==> src/fsic_defs.vh <==
// fsic_defs.vh: opcodes, status bit positions and timing counts for the
// status and identification command block; included by the design file only.
`ifndef FSIC_DEFS_VH
`define FSIC_DEFS_VH
`define FSIC_OP_STATUS_READ   8'h05
`define FSIC_OP_LATCH_CLEAR   8'h04
`define FSIC_OP_JEDEC_IDENT   8'h9F
`define FSIC_OP_LEGACY_ID_A   8'h90
`define FSIC_OP_LEGACY_ID_B   8'hAB
`define FSIC_OP_LATCH_SET     8'h06
`define FSIC_OP_ARM           8'h50
`define FSIC_OP_STATUS_WRITE  8'h01
`define FSIC_BIT_BUSY         0
`define FSIC_BIT_WPL          1
`define FSIC_BIT_LVL_LO       2
`define FSIC_BIT_AAI          6
`define FSIC_BIT_LOCK         7
`define FSIC_RST_LOCK         1'b1
`define FSIC_RST_LEVELS       4'hF
`define FSIC_SYNC_IDLE        4'h9
`define FSIC_ADDR_BITS        24
`define FSIC_PROG_TIME_US     10
`define FSIC_CLK_MHZ          40
`define FSIC_PROG_CYCLES      (`FSIC_PROG_TIME_US * `FSIC_CLK_MHZ)
`endif

==> src/fsic_core.v <==
// fsic_core.v: serial flash status-register and identification command
// interpreter. assumes the spi pins are asynchronous to clk_sys, mode 0,
// and that the serial clock is at most a quarter of clk_sys.
// status fields and busy leave as plain ports; program_start and
// auto_increment_set come from array logic already on clk_sys.
`timescale 1ns/10ps
`include "fsic_defs.vh"

// Operation
// - status read answered even while busy
// - status byte repeats until select rises
// - latch-set sets write permit latch
// - status write clears latch at end
// - latch-set executes on select rise
// - latch-clear clears latch and auto-increment
// - latch-clear leaves running program alone
// - arm opens one status write
// - status write loads levels and lock
// - locked and pin low ignores write
// - pin low: lock only sets, never clears
// - pin high: all protect bits writable
// - unlocked or pin high permits write
// - jedec ident: maker, type, capacity
// - jedec ident ends on select rise
// - two legacy opcodes take 24-bit address
// - legacy ident alternates maker and device
// - opcode 04 is latch-clear
// - opcode 05 is status read
module fsic_core #(
    parameter [7:0] OP_LATCH_SET    = `FSIC_OP_LATCH_SET,
    parameter [7:0] OP_ARM          = `FSIC_OP_ARM,
    parameter [7:0] OP_STATUS_WRITE = `FSIC_OP_STATUS_WRITE,
    parameter [7:0] MAKER_CODE      = 8'h5A,  // arbitrary identity value
    parameter [7:0] TYPE_CODE       = 8'h3C,  // arbitrary identity value
    parameter [7:0] CAP_CODE        = 8'h11,  // arbitrary identity value
    parameter       PROG_CYCLES     = `FSIC_PROG_CYCLES
) (
    input  wire       clk_sys,
    input  wire       rst,
    input  wire       chip_select_n,
    input  wire       serial_clk,
    input  wire       serial_in,
    input  wire       protect_pin_n,
    input  wire       program_start,
    input  wire       auto_increment_set,
    output reg        serial_out,
    output reg        serial_out_en,
    output reg        write_permit_latch,
    output reg        auto_increment_flag,
    output reg        protect_lock_bit,
    output reg  [3:0] protect_level_bits,
    output reg        busy
);
    // command phases
    localparam [2:0] PH_OPCODE = 3'd0;
    localparam [2:0] PH_STATUS = 3'd1;
    localparam [2:0] PH_JEDEC  = 3'd2;
    localparam [2:0] PH_ADDR   = 3'd3;
    localparam [2:0] PH_LEGACY = 3'd4;
    localparam [2:0] PH_WDATA  = 3'd5;
    localparam [2:0] PH_IDLE   = 3'd6;

    // execute codes latched at opcode end, acted on at select rise
    localparam [1:0] EX_NONE  = 2'd0;
    localparam [1:0] EX_SET   = 2'd1;
    localparam [1:0] EX_CLEAR = 2'd2;
    localparam [1:0] EX_ARM   = 2'd3;

    // two-stage synchronisers for every pin
    reg  [3:0] sync_a;
    reg  [3:0] sync_b;
    reg        sclk_prev;
    reg        cs_prev;
    wire       cs_n  = sync_b[0];
    wire       sclk  = sync_b[1];
    wire       sdi   = sync_b[2];
    wire       wp_n  = sync_b[3];
    wire       rise  = sclk & ~sclk_prev;
    wire       fall  = ~sclk & sclk_prev;
    wire       cs_up = cs_n & ~cs_prev;

    // decoder and readout state
    reg  [2:0]  phase;
    reg  [4:0]  bit_cnt;
    reg  [7:0]  shift_in;
    reg  [7:0]  tx_byte;
    reg  [2:0]  tx_cnt;
    reg  [1:0]  jedec_idx;
    reg         legacy_sel;

    // actions held back until the select rise that executes them
    reg  [1:0]  exec_code;
    reg         armed;
    reg         wr_pending;
    reg  [7:0]  wr_data;

    // program timer; only a start and its own count move it
    reg  [31:0] prog_cnt;

    // values derived from the state above
    wire [7:0]  next_shift = {shift_in[6:0], sdi};
    wire [7:0]  status_byte;
    wire        write_go;
    wire        write_open;
    wire        next_lock;

    // status byte built from the field positions, so a move is one edit
    assign status_byte[`FSIC_BIT_LOCK]        = protect_lock_bit;
    assign status_byte[`FSIC_BIT_AAI]         = auto_increment_flag;
    assign status_byte[`FSIC_BIT_LVL_LO +: 4] = protect_level_bits;
    assign status_byte[`FSIC_BIT_WPL]         = write_permit_latch;
    assign status_byte[`FSIC_BIT_BUSY]        = busy;

    // a staged write runs only when armed or latched, and only while the pin
    // is high or the lock is clear; a refused write still drops the latch
    assign write_go   = wr_pending & (armed | write_permit_latch);
    assign write_open = wp_n | ~protect_lock_bit;
    // with the pin low the lock can only be raised, never dropped
    assign next_lock  = wp_n ? wr_data[`FSIC_BIT_LOCK] :
                        (protect_lock_bit | wr_data[`FSIC_BIT_LOCK]);

    // pins cross into clk_sys before anything reads them
    always @(posedge clk_sys) begin
        if (rst) begin
            // idle pin levels, so no false clock edge or select rise follows reset
            sync_a    <= `FSIC_SYNC_IDLE;
            sync_b    <= `FSIC_SYNC_IDLE;
            sclk_prev <= 1'b0;
            cs_prev   <= 1'b1;
        end else begin
            sync_a    <= {protect_pin_n, serial_in, serial_clk, chip_select_n};
            sync_b    <= sync_a;
            sclk_prev <= sync_b[1];
            cs_prev   <= sync_b[0];
        end
    end

    // shift engine: opcode decode, address capture and output selection
    always @(posedge clk_sys) begin
        if (rst) begin
            phase         <= PH_OPCODE;
            bit_cnt       <= 5'h00;
            shift_in      <= 8'h00;
            tx_byte       <= 8'h00;
            tx_cnt        <= 3'h0;
            jedec_idx     <= 2'h0;
            legacy_sel    <= 1'b0;
            exec_code     <= EX_NONE;
            wr_pending    <= 1'b0;
            wr_data       <= 8'h00;
            serial_out    <= 1'b0;
            serial_out_en <= 1'b0;
        end else if (cs_n) begin
            // select high ends every readout and resets the decoder
            phase         <= PH_OPCODE;
            bit_cnt       <= 5'h00;
            serial_out_en <= 1'b0;
            if (cs_up) begin
                exec_code  <= EX_NONE;
                wr_pending <= 1'b0;
            end
        end else if (rise) begin
            // one bit in per synced serial clock rise, msb first
            shift_in <= next_shift;
            bit_cnt  <= bit_cnt + 5'h01;
            case (phase)
                PH_OPCODE: begin
                    if (bit_cnt == 5'd7) begin
                        bit_cnt <= 5'h00;
                        tx_cnt  <= 3'h0;
                        phase   <= PH_IDLE;
                        // status read is always decoded, busy or not
                        if (next_shift == `FSIC_OP_STATUS_READ) begin
                            phase   <= PH_STATUS;
                            tx_byte <= status_byte;
                        end else if (next_shift == `FSIC_OP_JEDEC_IDENT) begin
                            phase     <= PH_JEDEC;
                            tx_byte   <= MAKER_CODE;
                            jedec_idx <= 2'h1;
                        end else if (next_shift == `FSIC_OP_LEGACY_ID_A ||
                                     next_shift == `FSIC_OP_LEGACY_ID_B) begin
                            phase <= PH_ADDR;
                        end else if (next_shift == `FSIC_OP_LATCH_CLEAR) begin
                            exec_code <= EX_CLEAR;
                        end else if (next_shift == OP_LATCH_SET) begin
                            exec_code <= EX_SET;
                        end else if (next_shift == OP_ARM) begin
                            exec_code <= EX_ARM;
                        end else if (next_shift == OP_STATUS_WRITE) begin
                            phase <= PH_WDATA;
                        end
                    end
                end
                PH_ADDR: begin
                    if (bit_cnt == 5'd23) begin
                        // address lsb picks the first byte out
                        phase      <= PH_LEGACY;
                        tx_cnt     <= 3'h0;
                        tx_byte    <= next_shift[0] ? CAP_CODE : MAKER_CODE;
                        legacy_sel <= ~next_shift[0];
                    end
                end
                PH_WDATA: begin
                    // staged only; it acts at the select rise, so a cut frame writes nothing
                    if (bit_cnt == 5'd7) begin
                        wr_data    <= next_shift;
                        wr_pending <= 1'b1;
                        phase      <= PH_IDLE;
                    end
                end
                default: begin
                end
            endcase
        end else if (fall) begin
            // output changes on the falling edge, msb first
            if (phase == PH_STATUS || phase == PH_JEDEC || phase == PH_LEGACY) begin
                serial_out_en <= 1'b1;
                serial_out    <= tx_byte[3'd7 - tx_cnt];
                tx_cnt        <= tx_cnt + 3'h1;
                if (tx_cnt == 3'd7) begin
                    case (phase)
                        PH_STATUS: tx_byte <= status_byte;
                        PH_JEDEC: begin
                            // type, then capacity, then zeros until select rises
                            if (jedec_idx != 2'h3)
                                jedec_idx <= jedec_idx + 2'h1;
                            case (jedec_idx)
                                2'h1:    tx_byte <= TYPE_CODE;
                                2'h2:    tx_byte <= CAP_CODE;
                                default: tx_byte <= 8'h00;
                            endcase
                        end
                        PH_LEGACY: begin
                            tx_byte    <= legacy_sel ? CAP_CODE : MAKER_CODE;
                            legacy_sel <= ~legacy_sel;
                        end
                        default: tx_byte <= 8'h00;
                    endcase
                end
            end
        end
    end

    // latch, lock and level bits change only at the select rise that ends a command; auto-increment can set in any cycle
    always @(posedge clk_sys) begin
        if (rst) begin
            write_permit_latch  <= 1'b0;
            auto_increment_flag <= 1'b0;
            protect_lock_bit    <= `FSIC_RST_LOCK;
            protect_level_bits  <= `FSIC_RST_LEVELS;
            armed               <= 1'b0;
        end else begin
            if (cs_up) begin
                // every completed command drops the arm, the write included; only an arm command sets it again
                armed <= 1'b0;
                case (exec_code)
                    EX_SET: write_permit_latch <= 1'b1;
                    EX_CLEAR: begin
                        write_permit_latch  <= 1'b0;
                        auto_increment_flag <= 1'b0;
                    end
                    EX_ARM: armed <= 1'b1;
                    default: begin
                    end
                endcase
                if (write_go) begin
                    write_permit_latch <= 1'b0;
                    if (write_open) begin
                        protect_level_bits <= wr_data[`FSIC_BIT_LVL_LO +: 4];
                        protect_lock_bit   <= next_lock;
                    end
                end
            end
            // placed last so a set beats a latch-clear landing in the same cycle
            if (auto_increment_set && write_permit_latch) begin
                auto_increment_flag <= 1'b1;
            end
        end
    end

    // busy timer: a program needs the latch and is never cut short
    always @(posedge clk_sys) begin
        if (rst) begin
            prog_cnt <= 32'h0;
            busy     <= 1'b0;
        end else if (program_start && write_permit_latch && !busy) begin
            // a start during a running program is dropped, not queued
            prog_cnt <= PROG_CYCLES;
            busy     <= 1'b1;
        end else if (prog_cnt != 32'h0) begin
            // latch-clear does not touch this count
            prog_cnt <= prog_cnt - 32'h1;
            busy     <= (prog_cnt != 32'h1);
        end
    end

endmodule // fsic_core

==> config.mk <==
export PLATFORM = sky130hd
export DESIGN_NAME = fsic_core
export DESIGN_NICKNAME = d
export VERILOG_FILES = /design/src/fsic_core.v
export VERILOG_INCLUDE_DIRS = /design/src
export SDC_FILE = /design/constraint.sdc
export NUM_CORES = 1
export LEC_CHECK = 0
export ABC_AREA = 1
export BUFFER_PORTS_ARGS = -buffer_cell sky130_fd_sc_hd__buf_2
export CORE_MARGIN = 2
export CORE_UTILIZATION = 59
export DETAILED_ROUTE_END_ITERATION = 8
export PLACE_DENSITY = 0.89
export REMOVE_ABC_BUFFERS = 1
export SYNTH_ARGS = -nofsm -noshare
export SYNTH_HDL_FRONTEND = slang
export SYNTH_SLANG_ARGS = --single-unit
==> constraint.sdc <==
create_clock -name clk_sys -period 2.6 [get_ports clk_sys]
set_input_delay 0.78 -clock clk_sys [delete_from_list [all_inputs] [get_ports clk_sys]]
set_output_delay 0.78 -clock clk_sys [all_outputs]
set_load 0.02 [all_outputs]
======== Word level (Yosys, flattened, before mapping) ========
Index checks and enable logic that the tools add are counted.
cells by class
  multiplexer cells ....................... 78
  div/mod/pow operators ................... 0
  order comparisons ....................... 1
  reduce and logical (&&, ||, !) cells .... 41
  multipliers ............................. 0
  equal/unequal tests ..................... 40
  bitwise operators ....................... 15
  shift-type cells ........................ 0
  add/sub/neg operators ................... 5
operator list
  cell                                                                       count
  8-bit two-way mux                                                          8
  2-bit two-way mux                                                          25
  3-bit two-way mux                                                          11
  32-bit by 1-bit inequality test with 1-bit output (second input constant)  1
  32-bit nonzero test                                                        1
  32-bit by 1-bit subtractor with 32-bit output (second input constant)      1
  2-bit nonzero test                                                         13
  8-bit by 3-bit == test with 1-bit output (second input constant)           3
  8-bit == test (second input constant)                                      3
  8-bit case mux with 3 select lines                                         1
  1-bit two-way mux                                                          21
  9-bit two-way mux                                                          2
  2-bit inequality test (second input constant)                              8
  8-bit case mux with 2 select lines                                         1
  8-bit AND reduction                                                        2
  7-bit two-way mux                                                          2
  2-bit by 1-bit inequality test with 1-bit output (second input constant)   6
  6-bit case mux with 2 select lines                                         1
  4-bit AND reduction                                                        3
  5-bit two-way mux                                                          2
  10-bit AND reduction                                                       1
  3-bit == test (second input constant)                                      3
  3-bit case mux with 3 select lines                                         1
  8-bit by 1-bit == test with 1-bit output (second input constant)           1
  33 further kinds                                                           59
storage, ports and cells
  logic and storage cells ................. 204
  RAM bits ................................ 0
  latch bits .............................. 0
  memories kept ........................... 0
  bits in read-only memories .............. 0
  bits of input ports ..................... 8
  output and inout bits ................... 10
  register bits ........................... 93

======== Logic depth before layout (Yosys ltp) ========
  depth in word-level cells ............... 11
  gate-level depth with buffers ........... 11
  gate-level depth less buffers ........... 11

======== Least setup slack after synthesis ========
OpenSTA, ideal clock, no wires.
  kind .................................... input to register
  start ................................... in program_start
  end ..................................... reg prog_cnt[16]
  path buffers ............................ 2
  path slack .............................. 0.944 ns
  arrival time ............................ 1.528 ns
  required time ........................... 2.472 ns
  setup time .............................. 0.128 ns
  cell stages on the path ................. 5
  path through ............................ nand3_1 > nand2_1 > buf_2 > clkbuf_1 > nor2_1
between the ends
  cells in the longest elaborated chain, start to end .. 3
ends and longest elaborated chain
  what                                 RTL line         RTL
  from (decl)                          fsic_core.v:44   input wire program_start,
  1-bit logical AND (2 in series)      fsic_core.v:286  end else if (program_start && write_permit_latch && !busy) begin
  2-bit OR reduction (no source line)  n/a
  to (signal assigned)                 fsic_core.v:292  prog_cnt <= prog_cnt - 32'h1;
  to (decl)                            fsic_core.v:98   reg [31:0] prog_cnt;
Every way passes these cells.
A chain may end at the register's enable or synchronous reset.

======== Worst setup path after layout ========
  start ................................... reg sclk_prev
  end ..................................... reg wr_data[5]
between the ends
  cells in the longest elaborated chain, start to end .. 3
ends and longest elaborated chain
  what                                  RTL line         RTL
  from (decl)                           fsic_core.v:72   reg sclk_prev;
  from (signal assigned)                fsic_core.v:133  sclk_prev <= sync_b[1];
  1-bit inverter                        fsic_core.v:78   wire rise = sclk & ~sclk_prev;
  1-bit bitwise AND                     fsic_core.v:78
  net rise                              fsic_core.v:78
  4-bit AND reduction (no source line)  n/a
  to (signal assigned)                  fsic_core.v:206  wr_data <= next_shift;
  to (decl)                             fsic_core.v:95   reg [7:0] wr_data;
The timed path passes the listed nets, and every way through them passes these cells.

==> parameters.txt <==
Parameter                              Value

Run status
  Run status    completed

Finish
  Fillcell total    680
  Commonest non-fill, non-tap cell in the layout    nand2_1
  Proportion of layout cells with a drive suffix above 1    0.0977
  Antenna diode instance count    0
  Count of nets after finishing    761
  Commonest cells after routing, fill and taps aside    nand2_1, nor2_1, dfxtp_1, inv_1, nand3_1
  Layout overhead on the synthesized area    7.30%
  Fraction of the core area covered by cells at the end of the flow    0.662

CTS
  Clock transition at the registers of the reported paths    100 ps
  Postcts setup bufs    0
  Clock latency on the worst-skew pair    370 ps
  Root buf cell    clkbuf_8
  Number of buffers created by CTS    9
  Cts hold-fix bufs    0
  Number of buffers on the longest clock path    2
  Post-CTS resize count    0
  CTS tree    done
  Number of clock sinks    90
  Number of levels the H-tree was split into    3

Power
  Maximum vdd ir drop    0.781 mV
  Total leakage power    2.39 nW
  Power per Cell Area    998 nW/µm²

Placed design
  Gpl congestion    0.941
  Detail Placement HPWL    8250 µm
  Port buffer count    17

Timing
  Worst-Margin Slew    638 ps
  Unrepaired setup endpoints after global routing    false
  Post-route worst hold slack    407 ps
  Total Neg Setup Slack    0 ps
  Tmin final    2010 ps
  Pins over their slew limit    0
  Max-slew headroom at the worst pin    0.572
  Setup-violating endpoint count in the final report    0
  Timing-limited maximum frequency    0.497 GHz
  Count of endpoints failing hold in the final timing report    0
  Worst setup skew after layout    11.2 ps
  Part of the cycle the worst path needs    0.774

Synthesis
  Primary flip-flop cell chosen by synthesis mapping    dfxtp_1
  Library cells used by synthesis    38
  Post-synthesis instance area    4820 µm²
  Top cell type by total area after synthesis    dfxtp_1
  Proportion of register bits with asynchronous set or reset after synthesis    0
  Top cell type's share of synthesized area    0.374
  Number of warnings issued by yosys    0
  Sequential area share after synthesis    0.374
  Ranking of synthesized cells by area    dfxtp_1, nand2_1, nor2_1, inv_1, nand3_1
  Mean post-synth cell area    6.62 µm²
  Number of synthesized register bits    90
  Number of instances in the synthesized netlist    727
  Number of synthesized flops with an enable pin    0

Setup path
  Worst Path Required    2840 ps
  Peak per-stage delay on the critical path    620 ps
  Crit-path cells    inv_1, ha_1, buf_4, nand2_1, nor3_1, a21oi_1
  Minimum setup slack among reg-to-reg paths    590 ps
  WS Path Type    flip-flop to flip-flop
  Maximum fanout along the worst path    15
  Category of cells accounting for the largest share of critical-path delay    simple AND/OR/NAND/NOR gates
  Number of buffer and inverter instances along the worst setup path    2
  Kind of start point of the critical path    flip-flop
  Crit path DAT    2250 ps
  Sort of element at the end of the critical path    flip-flop
  CP max stage cell    nor3_1

Global route
  Total grt overflow    0
  Global routing usage on met1    0.373
  Maximum number of pins on one net before global-route repair    38
  First-pass GRT wire length    18900 µm
  Vias in the first global route    4204
  Antenna violations before repair    0
  Met3 GRT Util    0.0447
  Most crowded layer after global routing    met2
  Met2 Resource Use GR    0.418
  GR Util All Layers    0.265

Detailed routing
  Residual DRC count    0
  Final WL    11100 µm
  Final antenna-violating net count    0
  WL/cell    13.1 µm
  First DRT Iteration DRCs    441
  Detail-routed via count per cell    5.44
  Length of the first detailed-routing pass in iterations    5
  Total vias in the final route    4615

Flow run
  Max-cap violations    0

Min path
  Path class of the lowest-slack min-delay path    flip-flop to flip-flop

Die
  X dimension of the die    94.3 µm
  Height of the die    94.3 µm
  Std-Cell Rows    32
  I/O pins    18
  Area of the placeable core    7810 µm²
  Initial core utilization    0.617
  Overall die area    8900 µm²
[metrics by stage]
stage / cells / power (W) / setup slack, ps / instance area [µm²]
2_1_floorplan: 711 / 0.00366 / 403 / 4730
3_3_place_gp: 833 / 0.00408 / 749 / 4970
3_5_place_dp: 833 / 0.00414 / 606 / 4970
4_1_cts: 849 / 0.00513 / 598 / 5170
5_1_grt: 849 / 0.00557 / 327 / 5170
6_report: 849 / 0.00516 / 589 / 5170
[flip-flops by register name, indices dropped and copies added, names as in the netlist, 2 cells and up]
name                count
protect_level_bits      4
tx_byte                 8
exec_code               2
prog_cnt               32
sync_b                  4
jedec_idx               2
phase                   3
shift_in                7
tx_cnt                  3
wr_data                 5
sync_a                  4
bit_cnt                 5
[layout make-up]
type                            instances  area (µm²)  share of cell area
Clock buffer                            9         124              0.0240
Clock inverter                          7        76.3              0.0148
Inverter                               65         244              0.0472
Multi-Input combinational cell        556        2690               0.520
Sequential cell                        90        1800               0.349
Tap cell                              102         128              0.0247
Timing Repair Buffer                   20         108              0.0208
[tightest hold or removal path, delay by kind of cell (launching register included)]
kind                   cells  cell delay, ps
flip-flops                 1             310
buffers and inverters      1              40
AND/OR/NAND/NOR            1              30
[layer usage]
metal,up-vias,wire [µm]
met4,0,142
li1,2337,-
met5,-,0
met1,2085,5100
met3,16,874
met2,177,5000
[power breakdown]
part | total, W | switching, W | internal, W | leakage (nW)
Combinational | 0.00236 | 0.00153 | 0.000826 | 1.56
Sequential | 0.00181 | 0.000216 | 0.00159 | 0.731
Clock | 0.000986 | 0.000535 | 0.000451 | 0.0962
[synthesized netlist by cell type, types with 2 or more instances]
master,instances
a21oi_1,40
or2_2,6
nor2_2,6
xor2_1,12
ha_1,11
nand3_1,42
o211ai_1,3
dfxtp_1,90
inv_2,6
or2_1,2
nand2_2,9
clkbuf_1,8
nand4_1,6
nand2_4,4
xnor2_1,13
nand2_1,188
buf_2,5
nor3_1,14
nor4_1,2
o21ai_0,34
nor2_1,149
inv_1,58
nor2_4,4
[worst paths after layout]
check / end / startpoint / cells past startpoint
hold / removal: sync_b[1] / sync_a[1] / 2
hold reg to reg: sync_b[1] / sync_a[1] / 2
setup / recovery: wr_data[5] / sclk_prev / 6
setup reg to reg: wr_data[5] / sclk_prev / 6
[logic make-up after synthesis]
logic type,synth area share
buf+inv,0.0681
compound gates,0.0941
flops,0.374
xor+xnor,0.0455
fa+ha+maj,0.0286
simple gates,0.390
Note: power is estimated with default switching activity, not from simulation.
